[src/angle_map_pkg.sv]
// constants, types and configuration layout of the angle to pwm mapper
// =====================================================================
package angle_map_pkg;
    // =================================================================
    // clock and timing
    localparam int CLK_HZ       = 40000000;
    localparam int CLK_NS       = 25;
    localparam int WDOG_MAX_US  = 12000;
    localparam int WDOG_CYC     = (WDOG_MAX_US * 1000) / CLK_NS;
    localparam int SUP_DET_NS   = 50000;
    localparam int SUP_REC_NS   = 50000;
    localparam logic [11:0] DET_CYC = 12'((SUP_DET_NS + CLK_NS - 1) / CLK_NS);
    localparam logic [11:0] REC_CYC = 12'((SUP_REC_NS + CLK_NS - 1) / CLK_NS);
    localparam int PWM_STEPS    = 4096;

    // prescale of one pwm step, rounded to nearest
    function automatic int step_div(input int hz);
        return (CLK_HZ + hz * (PWM_STEPS / 2)) / (hz * PWM_STEPS);
    endfunction

    localparam logic [7:0] PWM_DIV [8] = '{
        8'(step_div(2197)), 8'(step_div(1100)), 8'(step_div(732)),
        8'(step_div(549)),  8'(step_div(366)),  8'(step_div(244)),
        8'(step_div(200)),  8'(step_div(122))};

    // =================================================================
    // duty levels and bus map
    localparam logic [11:0] FAULT_HIGH_DUTY = 12'hfae;
    localparam logic [11:0] FAULT_LOW_DUTY  = 12'h052;
    localparam logic [11:0] ADDR_RANGE  = 12'h000;
    localparam logic [11:0] ADDR_DUTY   = 12'h004;
    localparam logic [11:0] ADDR_CLAMP  = 12'h008;
    localparam logic [11:0] ADDR_MODE   = 12'h00c;
    localparam logic [11:0] ADDR_FUSE   = 12'h010;
    localparam logic [11:0] ADDR_STATUS = 12'h014;
    localparam int FUSE_BITS = 128;

    // =================================================================
    // configuration image, also the layout of the fuse array
    typedef struct packed {
        logic        customer_lock_fuse;
        logic        fault_band_polarity;
        logic [2:0]  frame_rate_select;
        logic [1:0]  slope_count_select;
        logic        slope_invert;
        logic [13:0] wrap_transition_point;
        logic [8:0]  clamp_high_level;
        logic [8:0]  clamp_low_level;
        logic [11:0] stop_duty_level;
        logic [11:0] start_duty_level;
        logic [13:0] angle_stop_point;
        logic [13:0] angle_start_point;
    } cfg_s;

    localparam int SPARE_BITS = FUSE_BITS - $bits(cfg_s);

    typedef enum logic [1:0] {
        SUPPLY_OK = 2'b00,
        SUPPLY_OV = 2'b01,
        SUPPLY_UV = 2'b10
    } supply_e;
endpackage

[src/angle_to_pwm_output_mapper.sv]
// angle to pwm output mapper with supply monitor, watchdog and fuses
//
// Decided for this implementation: register access over APB and the register addresses.
`timescale 1ns/1ps

module angle_to_pwm_output_mapper #(
    parameter int WDOG_CYCLES = angle_map_pkg::WDOG_CYC
) (
    input  wire logic        clk,
    input  wire logic        rst_n,
    // apb slave
    input  wire logic [11:0] paddr,
    input  wire logic        psel,
    input  wire logic        penable,
    input  wire logic        pwrite,
    input  wire logic [31:0] pwdata,
    output logic [31:0]      prdata,
    output logic             pready,
    output logic             pslverr,
    // angle path, same clock
    input  wire logic [13:0] angle_code,
    input  wire logic        dsp_alive,
    input  wire logic        mag_range_alarm,
    input  wire logic        cordic_overflow,
    input  wire logic        osc_fail,
    // supply comparators, asynchronous
    input  wire logic        ov_above_high,
    input  wire logic        ov_below_low,
    input  wire logic        uv_below_low,
    input  wire logic        uv_above_high,
    // open-drain output pin
    output logic             pwm_o,
    output logic             pwm_oe
);

    // =================================================================
    // state
    typedef struct packed {
        logic [3:0]             sync_m;     // first synchroniser stage
        logic [3:0]             sync_q;     // second synchroniser stage
        angle_map_pkg::supply_e supply;     // supply monitor state
        logic [11:0]            sup_cnt;    // supply dwell counter
        logic [19:0]            wd_cnt;     // cycles since heartbeat
        logic                   wd_fail;    // watchdog alarm
        angle_map_pkg::cfg_s    shadow;     // active settings
        angle_map_pkg::cfg_s    fuse;       // blown fuse bits
        logic                   loaded;     // shadow taken from fuses
        logic [7:0]             pre_cnt;    // pwm step prescaler
        logic [11:0]            pwm_cnt;    // position in period
        logic [11:0]            duty;       // code of this period
        logic [11:0]            duty_calc;  // mapped code, registered
        logic                   pwm_oe;     // pin pulled low
        logic [31:0]            prdata;     // read data
        logic                   pready;     // bus answer
        logic                   pslverr;    // bus error
    } state_s;

    state_s s_reg;       // registered state
    state_s s_next;      // next state

    // wide wdog count kept in 20 bits
    localparam logic [19:0] WD_LIMIT = 20'(WDOG_CYCLES);

    // =================================================================
    // next state logic
    always_comb begin
        logic [13:0]        a_rel;     // angle past break point
        logic [13:0]        t1_rel;    // start past break point
        logic [13:0]        t2_rel;    // stop past break point
        logic [16:0]        a_mul;     // replicated angle, wide
        logic [13:0]        a_rep;     // replicated angle
        logic signed [15:0] da;        // angle minus start
        logic signed [15:0] dt;        // stop minus start
        logic signed [12:0] dy;        // stop duty minus start duty
        logic signed [28:0] prod;      // da times dy
        logic signed [28:0] quot;      // interpolated offset
        logic signed [29:0] y;         // raw output code
        logic [11:0]        lo12;      // low clamp in duty units
        logic [11:0]        hi12;      // high clamp in duty units
        logic [11:0]        mapped;    // clamped code
        logic               alarm;     // internal alarm
        logic               enable;    // output stage allowed
        logic               tick;      // one pwm step
        logic               wr;        // bus write accepted
        logic               acc;       // bus access completing
        angle_map_pkg::cfg_s c;        // settings in use

        s_next = s_reg;
        a_rel  = '0;
        t1_rel = '0;
        t2_rel = '0;
        a_mul  = '0;
        a_rep  = '0;
        da     = '0;
        dt     = '0;
        dy     = '0;
        prod   = '0;
        quot   = '0;
        y      = '0;
        c      = s_reg.shadow;
        lo12 = '0;
        hi12 = '0;
        mapped = '0;
        alarm = '0;
        enable = '0;
        tick = '0;
        wr = '0;
        acc = '0;

        // supply comparator synchronisers
        s_next.sync_m = {uv_above_high, uv_below_low, ov_below_low, ov_above_high};
        s_next.sync_q = s_reg.sync_m;

        // -------------------------------------------------------------
        // supply monitor
        case (s_reg.supply)
            angle_map_pkg::SUPPLY_OK: begin
                if (s_reg.sync_q[0] || s_reg.sync_q[2]) begin
                    s_next.sup_cnt = s_reg.sup_cnt + 12'h001;
                    if (s_reg.sup_cnt >= angle_map_pkg::DET_CYC) begin
                        s_next.sup_cnt = '0;
                        // overvoltage takes priority
                        if (s_reg.sync_q[0]) begin
                            s_next.supply = angle_map_pkg::SUPPLY_OV;
                        end else begin
                            s_next.supply = angle_map_pkg::SUPPLY_UV;
                        end
                    end
                end else begin
                    s_next.sup_cnt = '0;
                end
            end
            angle_map_pkg::SUPPLY_OV: begin
                if (s_reg.sync_q[1]) begin
                    s_next.sup_cnt = s_reg.sup_cnt + 12'h001;
                    if (s_reg.sup_cnt >= angle_map_pkg::REC_CYC) begin
                        s_next.sup_cnt = '0;
                        s_next.supply  = angle_map_pkg::SUPPLY_OK;
                    end
                end else begin
                    s_next.sup_cnt = '0;
                end
            end
            angle_map_pkg::SUPPLY_UV: begin
                if (s_reg.sync_q[3]) begin
                    s_next.sup_cnt = s_reg.sup_cnt + 12'h001;
                    if (s_reg.sup_cnt >= angle_map_pkg::DET_CYC) begin
                        s_next.sup_cnt = '0;
                        s_next.supply  = angle_map_pkg::SUPPLY_OK;
                    end
                end else begin
                    s_next.sup_cnt = '0;
                end
            end
            default: begin
                s_next.supply  = angle_map_pkg::SUPPLY_OK;
                s_next.sup_cnt = '0;
            end
        endcase

        // -------------------------------------------------------------
        // watchdog on the processing heartbeat
        if (dsp_alive) begin
            s_next.wd_cnt = '0;
        end else if (s_reg.wd_cnt != WD_LIMIT) begin
            s_next.wd_cnt = s_reg.wd_cnt + 20'h00001;
        end
        s_next.wd_fail = (s_next.wd_cnt == WD_LIMIT);
        alarm = s_reg.wd_fail | mag_range_alarm | cordic_overflow | osc_fail;

        // -------------------------------------------------------------
        // angle mapping, everything relative to the break point
        a_rel  = angle_code - c.wrap_transition_point;
        t1_rel = c.angle_start_point - c.wrap_transition_point;
        t2_rel = c.angle_stop_point - c.wrap_transition_point;
        // copies of the reference slope over one turn
        a_mul  = a_rel * ({1'b0, c.slope_count_select} + 3'h1);
        a_rep  = a_mul[13:0];
        if (c.slope_invert) begin
            a_rep = ~a_rep;
        end
        da   = $signed({2'b00, a_rep}) - $signed({2'b00, t1_rel});
        dt   = $signed({2'b00, t2_rel}) - $signed({2'b00, t1_rel});
        dy   = $signed({1'b0, c.stop_duty_level}) - $signed({1'b0, c.start_duty_level});
        prod = da * dy;
        // a zero-width range holds the start duty
        if (dt != 16'sh0000) begin
            quot = prod / dt;
        end
        y = $signed({18'h00000, c.start_duty_level}) + quot;
        lo12 = {c.clamp_low_level, 3'h0};
        hi12 = {c.clamp_high_level, 3'h0};
        // clamps bound the slope; the wrap sits at the break point
        if (y < $signed({18'h00000, lo12})) begin
            mapped = lo12;
        end else if (y > $signed({18'h00000, hi12})) begin
            mapped = hi12;
        end else begin
            mapped = y[11:0];
        end
        // internal alarms replace the code by a fault band
        if (alarm) begin
            mapped = c.fault_band_polarity ? angle_map_pkg::FAULT_HIGH_DUTY
                                           : angle_map_pkg::FAULT_LOW_DUTY;
        end
        s_next.duty_calc = mapped;

        // -------------------------------------------------------------
        // pwm engine
        tick = (s_reg.pre_cnt >= angle_map_pkg::PWM_DIV[c.frame_rate_select] - 8'h01);
        if (tick) begin
            s_next.pre_cnt = '0;
            s_next.pwm_cnt = s_reg.pwm_cnt + 12'h001;
            // new code only at the end of a period
            if (s_reg.pwm_cnt == 12'hfff) begin
                s_next.duty = s_reg.duty_calc;
            end
        end else begin
            s_next.pre_cnt = s_reg.pre_cnt + 8'h01;
        end
        // supply faults and an unlocked part leave the pin released
        enable = s_reg.fuse.customer_lock_fuse
                 && (s_reg.supply == angle_map_pkg::SUPPLY_OK);
        // high for duty/4096 of the period, pulled low after
        s_next.pwm_oe = enable && (s_reg.pwm_cnt >= s_reg.duty);

        // -------------------------------------------------------------
        // shadow takes the fuse image once after reset
        if (!s_reg.loaded) begin
            s_next.shadow = s_reg.fuse;
            s_next.loaded = 1'b1;
        end

        // -------------------------------------------------------------
        // apb slave, one wait state
        acc = psel && penable && s_reg.pready;
        wr  = acc && pwrite && !s_reg.fuse.customer_lock_fuse;
        s_next.pready  = psel && penable && !s_reg.pready;
        s_next.pslverr = 1'b0;
        s_next.prdata  = '0;
        if (psel && penable && !s_reg.pready) begin
            case (paddr)
                angle_map_pkg::ADDR_RANGE: begin
                    s_next.prdata = {2'h0, c.angle_stop_point, 2'h0, c.angle_start_point};
                end
                angle_map_pkg::ADDR_DUTY: begin
                    s_next.prdata = {4'h0, c.stop_duty_level, 4'h0, c.start_duty_level};
                end
                angle_map_pkg::ADDR_CLAMP: begin
                    s_next.prdata = {7'h00, c.clamp_high_level, 7'h00, c.clamp_low_level};
                end
                angle_map_pkg::ADDR_MODE: begin
                    s_next.prdata = {7'h00, c.fault_band_polarity, 1'b0, c.frame_rate_select,
                                     c.slope_count_select, 1'b0, c.slope_invert, 2'h0,
                                     c.wrap_transition_point};
                end
                angle_map_pkg::ADDR_FUSE: begin
                    s_next.prdata = {31'h00000000, s_reg.fuse.customer_lock_fuse};
                end
                angle_map_pkg::ADDR_STATUS: begin
                    s_next.prdata = {4'h0, s_reg.duty, 10'h000, enable, alarm,
                                     s_reg.wd_fail, s_reg.supply, s_reg.loaded};
                end
                default: begin
                    s_next.pslverr = 1'b1;
                end
            endcase
            // locked parts refuse every write
            if (pwrite && (s_reg.fuse.customer_lock_fuse
                           || paddr == angle_map_pkg::ADDR_STATUS)) begin
                s_next.pslverr = 1'b1;
            end
            if (pwrite) begin
                s_next.prdata = '0;
            end
        end
        // settings may be rewritten at any time until locked
        if (wr) begin
            case (paddr)
                angle_map_pkg::ADDR_RANGE: begin
                    s_next.shadow.angle_start_point = pwdata[13:0];
                    s_next.shadow.angle_stop_point  = pwdata[29:16];
                end
                angle_map_pkg::ADDR_DUTY: begin
                    s_next.shadow.start_duty_level = pwdata[11:0];
                    s_next.shadow.stop_duty_level  = pwdata[27:16];
                end
                angle_map_pkg::ADDR_CLAMP: begin
                    s_next.shadow.clamp_low_level  = pwdata[8:0];
                    s_next.shadow.clamp_high_level = pwdata[24:16];
                end
                angle_map_pkg::ADDR_MODE: begin
                    s_next.shadow.wrap_transition_point = pwdata[13:0];
                    s_next.shadow.slope_invert          = pwdata[16];
                    s_next.shadow.slope_count_select    = pwdata[19:18];
                    s_next.shadow.frame_rate_select     = pwdata[22:20];
                    s_next.shadow.fault_band_polarity   = pwdata[24];
                end
                angle_map_pkg::ADDR_FUSE: begin
                    // fuses only blow; bit 0 burns, bit 1 burns and locks
                    if (pwdata[0] || pwdata[1]) begin
                        s_next.fuse = s_reg.fuse | s_reg.shadow;
                        s_next.fuse.customer_lock_fuse = pwdata[1];
                        s_next.shadow.customer_lock_fuse = pwdata[1];
                    end
                end
                default: begin
                end
            endcase
        end
    end

    // =================================================================
    // state register
    always_ff @(posedge clk or negedge rst_n) begin
        if (!rst_n) begin
            s_reg <= '0;
        end else begin
            s_reg <= s_next;
        end
    end

    // =================================================================
    // outputs straight from flip-flops
    assign prdata  = s_reg.prdata;
    assign pready  = s_reg.pready;
    assign pslverr = s_reg.pslverr;
    assign pwm_oe  = s_reg.pwm_oe;
    assign pwm_o   = s_reg.loaded & 1'b0;

endmodule

[config.mk]
export PLATFORM = sky130hd
export DESIGN_NAME = angle_to_pwm_output_mapper
export DESIGN_NICKNAME = d
export VERILOG_FILES = /design/src/angle_map_pkg.sv /design/src/angle_to_pwm_output_mapper.sv
export SDC_FILE = /design/constraint.sdc
export NUM_CORES = 2
export LEC_CHECK = 0
export ABC_AREA = 1
export BUFFER_PORTS_ARGS = -buffer_cell sky130_fd_sc_hd__buf_4
export CORE_UTILIZATION = 30
export DETAILED_ROUTE_END_ITERATION = 7
export GPL_TIMING_DRIVEN = 1
export SYNTH_ARGS = -nofsm -noshare
export SYNTH_HDL_FRONTEND = slang
export SYNTH_SLANG_ARGS = --single-unit
[constraint.sdc]
create_clock -name clk -period 79.5 [get_ports clk]
set_clock_uncertainty 0.15 [all_clocks]
set_input_delay 0 -clock clk [delete_from_list [all_inputs] [get_ports clk]]
set_output_delay 0 -clock clk [all_outputs]
set_load 0.005 [all_outputs]
==> results.txt <==
CP Launch Type = flip-flop
Ys flop type = dfrtp_1
Max reg flops = 267
Met3 Use GR = 0.0118
Slew @ Worst Pin = 1.22 ns
Layout Cells excl Fill = 11000
Post-DP HPWL = 130000 µm
Tightest Hold Check Type = input pin to flip-flop
Post-route ant nets = 0
GR Layer Usage met1 = 0.255
Vias in the first global route = 50100
Number of CTS-inserted buffers = 31
Area Overhead vs Synth = 36.0%
Number of synthesized flops with an enable pin = 0
Max-slew headroom = 0.179
Total GRT Usage = 0.189
Seq/Total Area, Yosys = 0.151
Post-layout min period = 76.34 ns
Largest net degree at the start of global routing = 181
First-pass GRT wire length = 261000 µm
Root buffer cell = clkbuf_16
Num rows = 149
Global placer's final weighted congestion = 0.930
Final period util = 0.960
Ports = 107
Initial Utilization = 0.303
1st-iter DRT viols = 2950
CTS H-tree lvls = 1
Final net count = 9762
Syn_area_per_cell = 6.76 µm²
Status = complete, no violations
Gate Count Post-Synth = 7397
Share of the synthesized area in the top cell type = 0.165
DR vias = 52700
Layout Utilization = 0.412
Global routing usage on met2 = 0.324
CP Class = flip-flop to flip-flop
Clk Latency, worst-skew pair = 0.60 ns
Synth async-reset ratio = 1.00
Drt pass-1 iters = 6
DR WL/cell = 15.2 µm
DP Cell Count = 10800
Critical Path AT = 76.69 ns
CTS tree = built
CP max FO = 8
Critical path endpoint category = flip-flop
Die height = 410 µm
Synth top area cells = ha_1 (16%), dfrtp_1 (15%), nand2_1 (13%)
Clock transition at path regs = 0.06 ns
Yosys warns = 0
Commonest non-fill, non-tap cell in the layout = nand2_1
GR peak layer = met2
Most frequent CP cell = nand2_2
Hold Vio Cnt, Final = 0
Share of layout cells above drive strength 1 = 0.264
Achievable frequency = 13.1 MHz
Die Area = 168000 µm²
Max clock buf depth = 3
Cell Area, Synth = 50000 µm²
Final setup fails = 0
Synth area leader = ha_1
Synth Register Bits = 302
Clock sink count = 302
Max Cap Viol = 0
Die W = 410 µm
Vias per inst = 4.77
Core region area = 165000 µm²
RSZ-0062 raised after global routing = yes
Most frequent cells in the layout = nand2_1 (1588), buf_4 (1377), inv_1 (1240)
FILL cells = 16900
PortBufs = 97
Total congestion overflow = 0
Initial antenna violation count = 3
Crit path largest cell delay = 0.54 ns
CP max-delay cell = fa_1
Final wirelength = 168000 µm
Max-slew violations = 0
Post-synth cell types = 85
WP data required = 79.85 ns
DR DRC count = 0
layout make-up:
class | count | area (µm²) | area share
Antenna cell | 2 | 5.00 | 0.0000736
Clock buffer | 45 | 888 | 0.0131
Clock inverter | 11 | 216 | 0.00318
Inverter | 1340 | 5100 | 0.0749
Multi-Input combinational cell | 5676 | 40000 | 0.588
Sequential cell | 302 | 7560 | 0.111
Tap cell | 2189 | 2740 | 0.0403
Timing Repair Buffer | 1477 | 11500 | 0.169
Timing Repair inverter | 1 | 5.00 | 0.0000736
stage by stage:
stage / setup TNS [ns] / area (µm²) / hold slack (ns) / setup slack (ns)
after floorplan: 0 / 50400 / -0.446 / 2.11
after global placement: 0 / 61600 / -0.0376 / 2.15
after detailed placement: 0 / 61600 / -0.0384 / 0.313
after CTS: 0 / 63300 / 0.00291 / 0.0815
after global routing: -28.54 / 68000 / 0.0563 / -2.43
final: 0 / 68000 / 0.0457 / 3.16
Yosys cell counts, drive strengths merged, types with 91 or more instances:
cell type and n:
a21oi 528, clkbuf 103, dfrtp 302, fa 204, ha 658, inv 1330
nand2 1748, nand3 298, nand4 92, nor2 530, o21ai 588, or2 91
xnor2 151, xor2 279
final timing paths:
check	endpoint	cells after the start	slack [ns]	startpoint
min reg2reg	s_reg[301]$_DFF_PN0_	0	0.20	s_next[301]$_DFF_PN0_
max reg2reg	s_reg[41]$_DFF_PN0_	614	3.16	s_reg[242]$_DFF_PN0_
max	s_reg[41]$_DFF_PN0_	614	3.16	s_reg[242]$_DFF_PN0_
min in group asynchronous	s_reg[293]$_DFF_PN0_	3	0.47	rst_n
max in group asynchronous	s_reg[118]$_DFFE_PN0P_	4	77.29	rst_n
min	s_reg[199]$_DFF_PN0_	4	0.05	pwdata[29]
per-layer routing:
| metal | vias to the layer above | part of all wire |
|---|---|---|
| li1 | 26500 | - |
| met1 | 24700 | 0.45 |
| met2 | 1225 | 0.47 |
| met3 | 254 | 0.044 |
| met4 | 2 | 0.034 |
| met5 | - | 0.000065 |
logic make-up after synthesis:
| family | synth area share |
|---|---|
| flip-flops | 0.151 |
| multiplexers | 0.000826 |
| adder cells (fa/ha/maj) | 0.246 |
| AND/OR/NAND/NOR | 0.248 |
| other | 0.000150 |
| buffers and inverters | 0.122 |
| AO/OA/AOI/OAI | 0.156 |
| XOR/XNOR | 0.0755 |
critical path, delay by kind of cell (launching register included):
family,cells,cell delay [ns]
AO/OA/AOI/OAI,228,32.49
XOR/XNOR,4,0.77
adder cells (fa/ha/maj),43,12.76
buffers and inverters,115,8.24
flip-flops,1,0.41
AND/OR/NAND/NOR,224,21.21
timing repair:
| action | CTS | global route |
|---|---|---|
| pin swaps | 0 | 518 |
| gates cloned | 0 | 5 |
| hold endpoints to repair | 269 | 0 |
| setup buffers | 0 | 169 |
| endpoints found under the setup margin | 12 | 12 |
| resized for setup | 3 | 822 |
| hold buffers | 56 | 0 |
Power is left out: the tool's default activity adds up to more than one toggle a clock period on the data nets, which glitch-free logic cannot reach.
